[config.mk]
export PLATFORM = sky130hd
export DESIGN_NAME = wdcl_clear_logic
export DESIGN_NICKNAME = d
export VERILOG_FILES = /design/src/inc/wdcl_pkg.sv /design/src/wdcl_clear_logic.sv
export VERILOG_INCLUDE_DIRS = /design/src /design/src/inc
export SDC_FILE = /design/constraint.sdc
export NUM_CORES = 1
export LEC_CHECK = 0
export ABC_CLOCK_PERIOD_IN_PS = 1300
export BUFFER_PORTS_ARGS = -buffer_cell sky130_fd_sc_hd__buf_2
export CORE_AREA = 2 2 39 41
export DETAILED_ROUTE_END_ITERATION = 16
export DIE_AREA = 0 0 41 43
export GPL_TIMING_DRIVEN = 0
export PLACE_DENSITY = 0.8
export SYNTH_ARGS = -nofsm -noshare
export SYNTH_HDL_FRONTEND = slang
export SYNTH_SLANG_ARGS = --single-unit
export TNS_END_PERCENT = 1
[constraint.sdc]
create_clock -name clk -period 1.3 [get_ports clk]
set_clock_uncertainty 0.05 [all_clocks]
set_input_delay 0.26 -clock clk [delete_from_list [all_inputs] [get_ports clk]]
set_output_delay 0.26 -clock clk [all_outputs]
set_load 0.02 [all_outputs]
[src/inc/wdcl_params.svh]
`ifndef WDCL_PARAMS_SVH
`define WDCL_PARAMS_SVH
`define WDCL_CNT_W 8
`define WDCL_CNT_RST 8'h00
`define WDCL_CNT_ONE 8'h01
`define WDCL_FLAG_RST 1'b0
`endif

[src/inc/wdcl_pkg.sv]
package wdcl_pkg;
	typedef enum logic [1:0]
	{
		WDCL_OP_NONE = 2'b00,
		WDCL_OP_SINGLE = 2'b01,
		WDCL_OP_FIRST = 2'b10,
		WDCL_OP_SECOND = 2'b11
	} wdcl_op_e;

	typedef enum logic [1:0]
	{
		WDCL_LAST_NONE = 2'b00,
		WDCL_LAST_FIRST = 2'b01,
		WDCL_LAST_SECOND = 2'b10
	} wdcl_last_e;

	typedef struct packed
	{
		logic valid;
		wdcl_op_e op;
	} wdcl_cmd_s;
endpackage : wdcl_pkg

[src/wdcl_clear_logic.sv]
`timescale 1ns/1ps
`include "wdcl_params.svh"

module wdcl_clear_logic
(
	input wire logic clk,
	input wire logic resetn,
	input wdcl_pkg::wdcl_cmd_s cmd,
	input wire logic count_tick,
	input wire logic timeout_set,
	input wire logic powerdown_set,
	output logic [`WDCL_CNT_W-1:0] watchdog_counter_r,
	output logic timeout_flag_r,
	output logic powerdown_flag_r,
	output logic clear_done_r
);
	import wdcl_pkg::*;

	wdcl_last_e last_r;
	wdcl_last_e last_nxt;
	logic clear_nxt;
	logic is_single;
	logic is_first;
	logic is_second;

	assign is_single = cmd.valid && (cmd.op == WDCL_OP_SINGLE);
	assign is_first = cmd.valid && (cmd.op == WDCL_OP_FIRST);
	assign is_second = cmd.valid && (cmd.op == WDCL_OP_SECOND);

	// decide whether this cycle's op clears
	always_comb
	begin
		clear_nxt = is_single;
		if (is_first && last_r == WDCL_LAST_SECOND)
		begin
			clear_nxt = 1'b1;
		end
		if (is_second && last_r == WDCL_LAST_FIRST)
		begin
			clear_nxt = 1'b1;
		end
	end

	// tracker of the last half-clear
	always_comb
	begin
		last_nxt = last_r;
		if (is_first)
		begin
			last_nxt = WDCL_LAST_FIRST;
		end
		else if (is_second)
		begin
			last_nxt = WDCL_LAST_SECOND;
		end
	end

	always_ff @(posedge clk or negedge resetn)
	begin
		if (!resetn)
		begin
			last_r <= WDCL_LAST_NONE;
		end
		else
		begin
			last_r <= last_nxt;
		end
	end

	// counter: clear beats tick; repeated halves leave it counting
	always_ff @(posedge clk or negedge resetn)
	begin
		if (!resetn)
		begin
			watchdog_counter_r <= `WDCL_CNT_RST;
		end
		else if (clear_nxt)
		begin
			watchdog_counter_r <= `WDCL_CNT_RST;
		end
		else if (count_tick)
		begin
			watchdog_counter_r <= watchdog_counter_r + `WDCL_CNT_ONE;
		end
	end

	// flags: a set in the clearing cycle wins
	always_ff @(posedge clk or negedge resetn)
	begin
		if (!resetn)
		begin
			timeout_flag_r <= `WDCL_FLAG_RST;
			powerdown_flag_r <= `WDCL_FLAG_RST;
		end
		else
		begin
			if (timeout_set)
			begin
				timeout_flag_r <= 1'b1;
			end
			else if (clear_nxt)
			begin
				timeout_flag_r <= 1'b0;
			end
			if (powerdown_set)
			begin
				powerdown_flag_r <= 1'b1;
			end
			else if (clear_nxt)
			begin
				powerdown_flag_r <= 1'b0;
			end
		end
	end

	always_ff @(posedge clk or negedge resetn)
	begin
		if (!resetn)
		begin
			clear_done_r <= 1'b0;
		end
		else
		begin
			clear_done_r <= clear_nxt;
		end
	end
endmodule : wdcl_clear_logic

### Word level (Yosys, flattened, before mapping)

Index checks and enable logic that the tools add are counted.

| operators by class | value |
|---|---|
| shift-type cells | 0 |
| bitwise operators | 0 |
| muxes and demuxes | 9 |
| equal/unequal tests | 5 |
| add/subtract/negate cells | 1 |
| reductions and logical operators | 9 |
| divide/modulo/power cells | 0 |
| magnitude comparators | 0 |
| $mul | 0 |

Operator list:

| cell | count |
|---|---|
| $mux W8 | 2 |
| $add A8 B1 Y8 const B | 1 |
| $reduce_bool A2 Y1 | 4 |
| $eq A2 B2 Y1 const B | 3 |
| $logic_and A1 B1 Y1 | 5 |
| $mux W1 | 5 |
| $eq A2 B1 Y1 const B | 2 |
| $mux W2 | 2 |

| storage, ports and cells | value |
|---|---|
| bits of input ports | 8 |
| latch bits | 0 |
| word-level logic and storage cells | 29 |
| bits in registers | 13 |
| bits in read-only memories | 0 |
| output and inout port bits | 11 |
| RAM bits | 0 |
| memories kept | 0 |

### Depth between registers and ports, before layout

| logic depth | value |
|---|---|
| word-level depth | 7 |
| depth in mapped cells | 5 |
| gate-level depth less buffers | 5 |

### Worst setup path before layout

No wires, ideal clock.

| timing path | value |
|---|---|
| path kind | register -> register |
| start point | register watchdog_counter_r[0] |
| end point | register watchdog_counter_r[6] |
| path slack | 0.079 ns |
| path buffers | 0 |
| data required time | 1.131 ns |
| library setup time | 0.119 ns |
| cell stages (with the launch flop) | 6 |
| clock period less this slack | 1.221 ns |
| arrival time | 1.052 ns |
| cells stage by stage | dfrtp_1 > ha_1 > nand2_1 > nor2_1 > xnor2_1 > nor2_1 |

| between the ends | value |
|---|---|
| cells in the longest elaborated chain, start to end | 3 |

Ends and longest elaborated chain:

| what | RTL line | source |
|---|---|---|
| start: declaration | wdcl_clear_logic.sv:12 | `` output logic [`WDCL_CNT_W-1:0] watchdog_counter_r, `` |
| start signal: assignment | wdcl_clear_logic.sv:75 | `` watchdog_counter_r <= `WDCL_CNT_RST; `` |
| start signal: assignment | wdcl_clear_logic.sv:79 | `` watchdog_counter_r <= `WDCL_CNT_RST; `` |
| start signal: assignment | wdcl_clear_logic.sv:83 | `` watchdog_counter_r <= watchdog_counter_r + `WDCL_CNT_ONE; `` |
| $add A8 B1 Y8 (no source line) | - |  |
| $mux W8 | wdcl_clear_logic.sv:81 | `else if (count_tick)` |
| $mux W8 | wdcl_clear_logic.sv:77 | `else if (clear_nxt)` |

Every way passes these cells. The select of a mux whose other input is x is not followed.
A chain may end at the register's enable or synchronous reset.

### Worst setup path in the final report

| timing path | value |
|---|---|
| start point | register watchdog_counter_r[2] |
| end point | output watchdog_counter_r[2] |

No word-level cell between the ends.

==> metrics.txt <==
CP Class register to output port; total number of vias 441; Fin. Hold Viols 0; CP top delay family flip-flops; post-synth top area cell dfrtp_1; global route overflow 0; commonest non-fill, non-tap cell in the layout buf_2; overall die area 1760 µm²; CTS tree done; RSZ-0062 raised after global routing yes; instance count of the mapped netlist 52; post-synthesis sequential area ratio 56.8%; mapped cell area 573 µm²; max-cap check violation count 0; DRT Wirelength 925 µm; Critical Path Source Type register; ant diodes 0; Initial Util 41.4%; routability cong. 0.711; CP Capture Type output port; cell breakdown of the critical path buf_2; PortBufs 18; Max Root-Sink Buffers 2; die width 41 µm; syn nets 61; Worst slew margin 81.7%; clk sinks 13; Final Net Count 86; fmax 809 MHz; final worst path period need 1.24 ns; drc violations 0; CP arrival 0.93 ns; DRT Pass-1 Iters 1; TritonCTS Buffers 3; Global Route Usage Sum 12.5%; I/O pins 19; YS warnings 0; most frequent cells in the layout 18 x buf_2, 13 x dfrtp_1, 9 x nor2_1; total power 0.00110 W; root buffer cell clkbuf_4; Synth top area share 56.8%; initial DRC count 0; Crit-path slowest cell dfrtp_1; status finished clean; initial antenna violation count 0; Chip Height 43 µm; htree depth 1; Worst-Skew Late Latency 0.27 ns; Area Overhead vs Synth 28.6%; DP Cell Count 86; hold crit path type input pin to register; Synth area leaders dfrtp_1 57%, xor2_1 6.1%, nor2_1 5.9%; vias in the first global route 353; syn avg cell area 11.0 µm²; core area 1380 µm²; register bit count reported by yosys 13; Layout fillers 133; Critical Path Max Stage Delay 0.45 ns; maximum vdd drop 0.793 mV; Distinct cells, synth 19; Worst Path Required 0.99 ns; first-pass GRT wire length 1430 µm; final-report setup violation count 0; worst slew pin tran 0.275 ns; pwr dens 1500 nW/µm²; Reg clk slew, reported paths 0.07 ns; share of cells above drive strength 1 34.2%; pin count of the biggest net entering global routing 14; Crit Path Max Fanout 6; Buf/Inv on CP 1; final cell count without fillers 92; HPWL after DPL 713 µm; Max Slew Vio Count 0; DR WL/cell 10.1 µm; setup tns final 0 ns; Rows 14; vias per inst 4.79; final worst path period share 95.1%; Detail Route Antenna Nets 0; Leakage 0.386 nW
## state kept, by name, indices dropped and copies added, names as in the netlist
name and cells:
last_r 2, timeout_flag_r 1, powerdown_flag_r 1, clear_done_r 1, watchdog_counter_r 8
## final cells by class
class / instances / area (µm²) / area share (%)
Sequential cell: 13 / 325 / 44.1
Buffer: 1 / 11.3 / 1.53
Inverter: 2 / 7.51 / 1.02
Tap cell: 16 / 20.0 / 2.72
Multi-Input combinational cell: 36 / 239 / 32.4
Timing Repair Buffer: 20 / 108 / 14.6
Clock buffer: 4 / 26.3 / 3.57
## cell usage after synthesis, drive strengths merged
master and n:
mux2i 1, o21bai 2, buf 1, nand2b 1
inv 2, xnor2 3, and3 1, a21boi 1
ha 1, mux2 1, nor4bb 1, nand2 4
xor2 4, nor2 10, o21ai 1, nand4 4
dfrtp 13, o21a 1
## final timing paths
kind | slack (ns) | end | cells past startpoint | start
worst min-delay path | 0.14 | timeout_flag_r$_DFFE_PN0P_ | 2 | timeout_set
min in group asynchronous | 0.34 | watchdog_counter_r[3]$_DFFE_PN0P_ | 2 | resetn
worst min register to register | 0.47 | timeout_flag_r$_DFFE_PN0P_ | 2 | timeout_flag_r$_DFFE_PN0P_
worst max-delay path | 0.06 | watchdog_counter_r[2] | 1 | watchdog_counter_r[2]$_DFFE_PN0P_
worst max register to register | 0.08 | timeout_flag_r$_DFFE_PN0P_ | 4 | last_r[0]$_DFFE_PN0P_
max in group asynchronous | 0.65 | watchdog_counter_r[4]$_DFFE_PN0P_ | 2 | resetn
## per-stage QoR
step / setup WS [ns] / util, % / hold WS (ns) / instance area (µm²)
floorplan: 0.0791 / - / -0.0856 / 573
global placement: 0.0639 / 49.4 / 0.104 / 683
detailed placement: 0.0448 / 49.4 / 0.109 / 683
CTS: 0.0341 / 52.0 / 0.137 / 719
global route: -0.00859 / 53.3 / 0.139 / 737
finish: 0.0637 / 53.3 / 0.137 / 737
## kinds of logic after synthesis
kind of cell               Yosys count  share of synthesized area [%]
and+or+nand+nor                     21                           17.9
DFF                                 13                           56.8
AOI/OAI and AO/OA                    5                           6.11
adders and majority gates            1                           2.18
xor gates and xnor gates             7                           10.7
muxes                                2                           3.71
buffers and inverters                3                           2.62
## power by group
part	switching (W)	total (W)	internal, W
Sequential	0.0000799	0.000551	0.000471
Clock	0.000117	0.000236	0.000119
Combinational	0.000176	0.000315	0.000139
Total	0.000373	0.00110	0.000729
## metal layers
layer / share of wire, % / wire length, µm / global-route usage (%) / vias to the layer above
met5: 0 / 0 / 0 / -
met4: 2.4 / 22 / 8.00 / 0
met3: 7.7 / 71 / 3.14 / 3
met2: 42 / 389 / 16.6 / 18
met1: 48 / 442 / 17.7 / 198
li1: - / - / - / 222
## what timing repair did
action,in CTS,in global routing
endpoints found under the hold margin,13,0
hold buffers,1,0
gates resized for setup,0,3
endpoints found under the setup margin,0,9
buffers inserted,0,1
(Power assumes the default switching activity.)
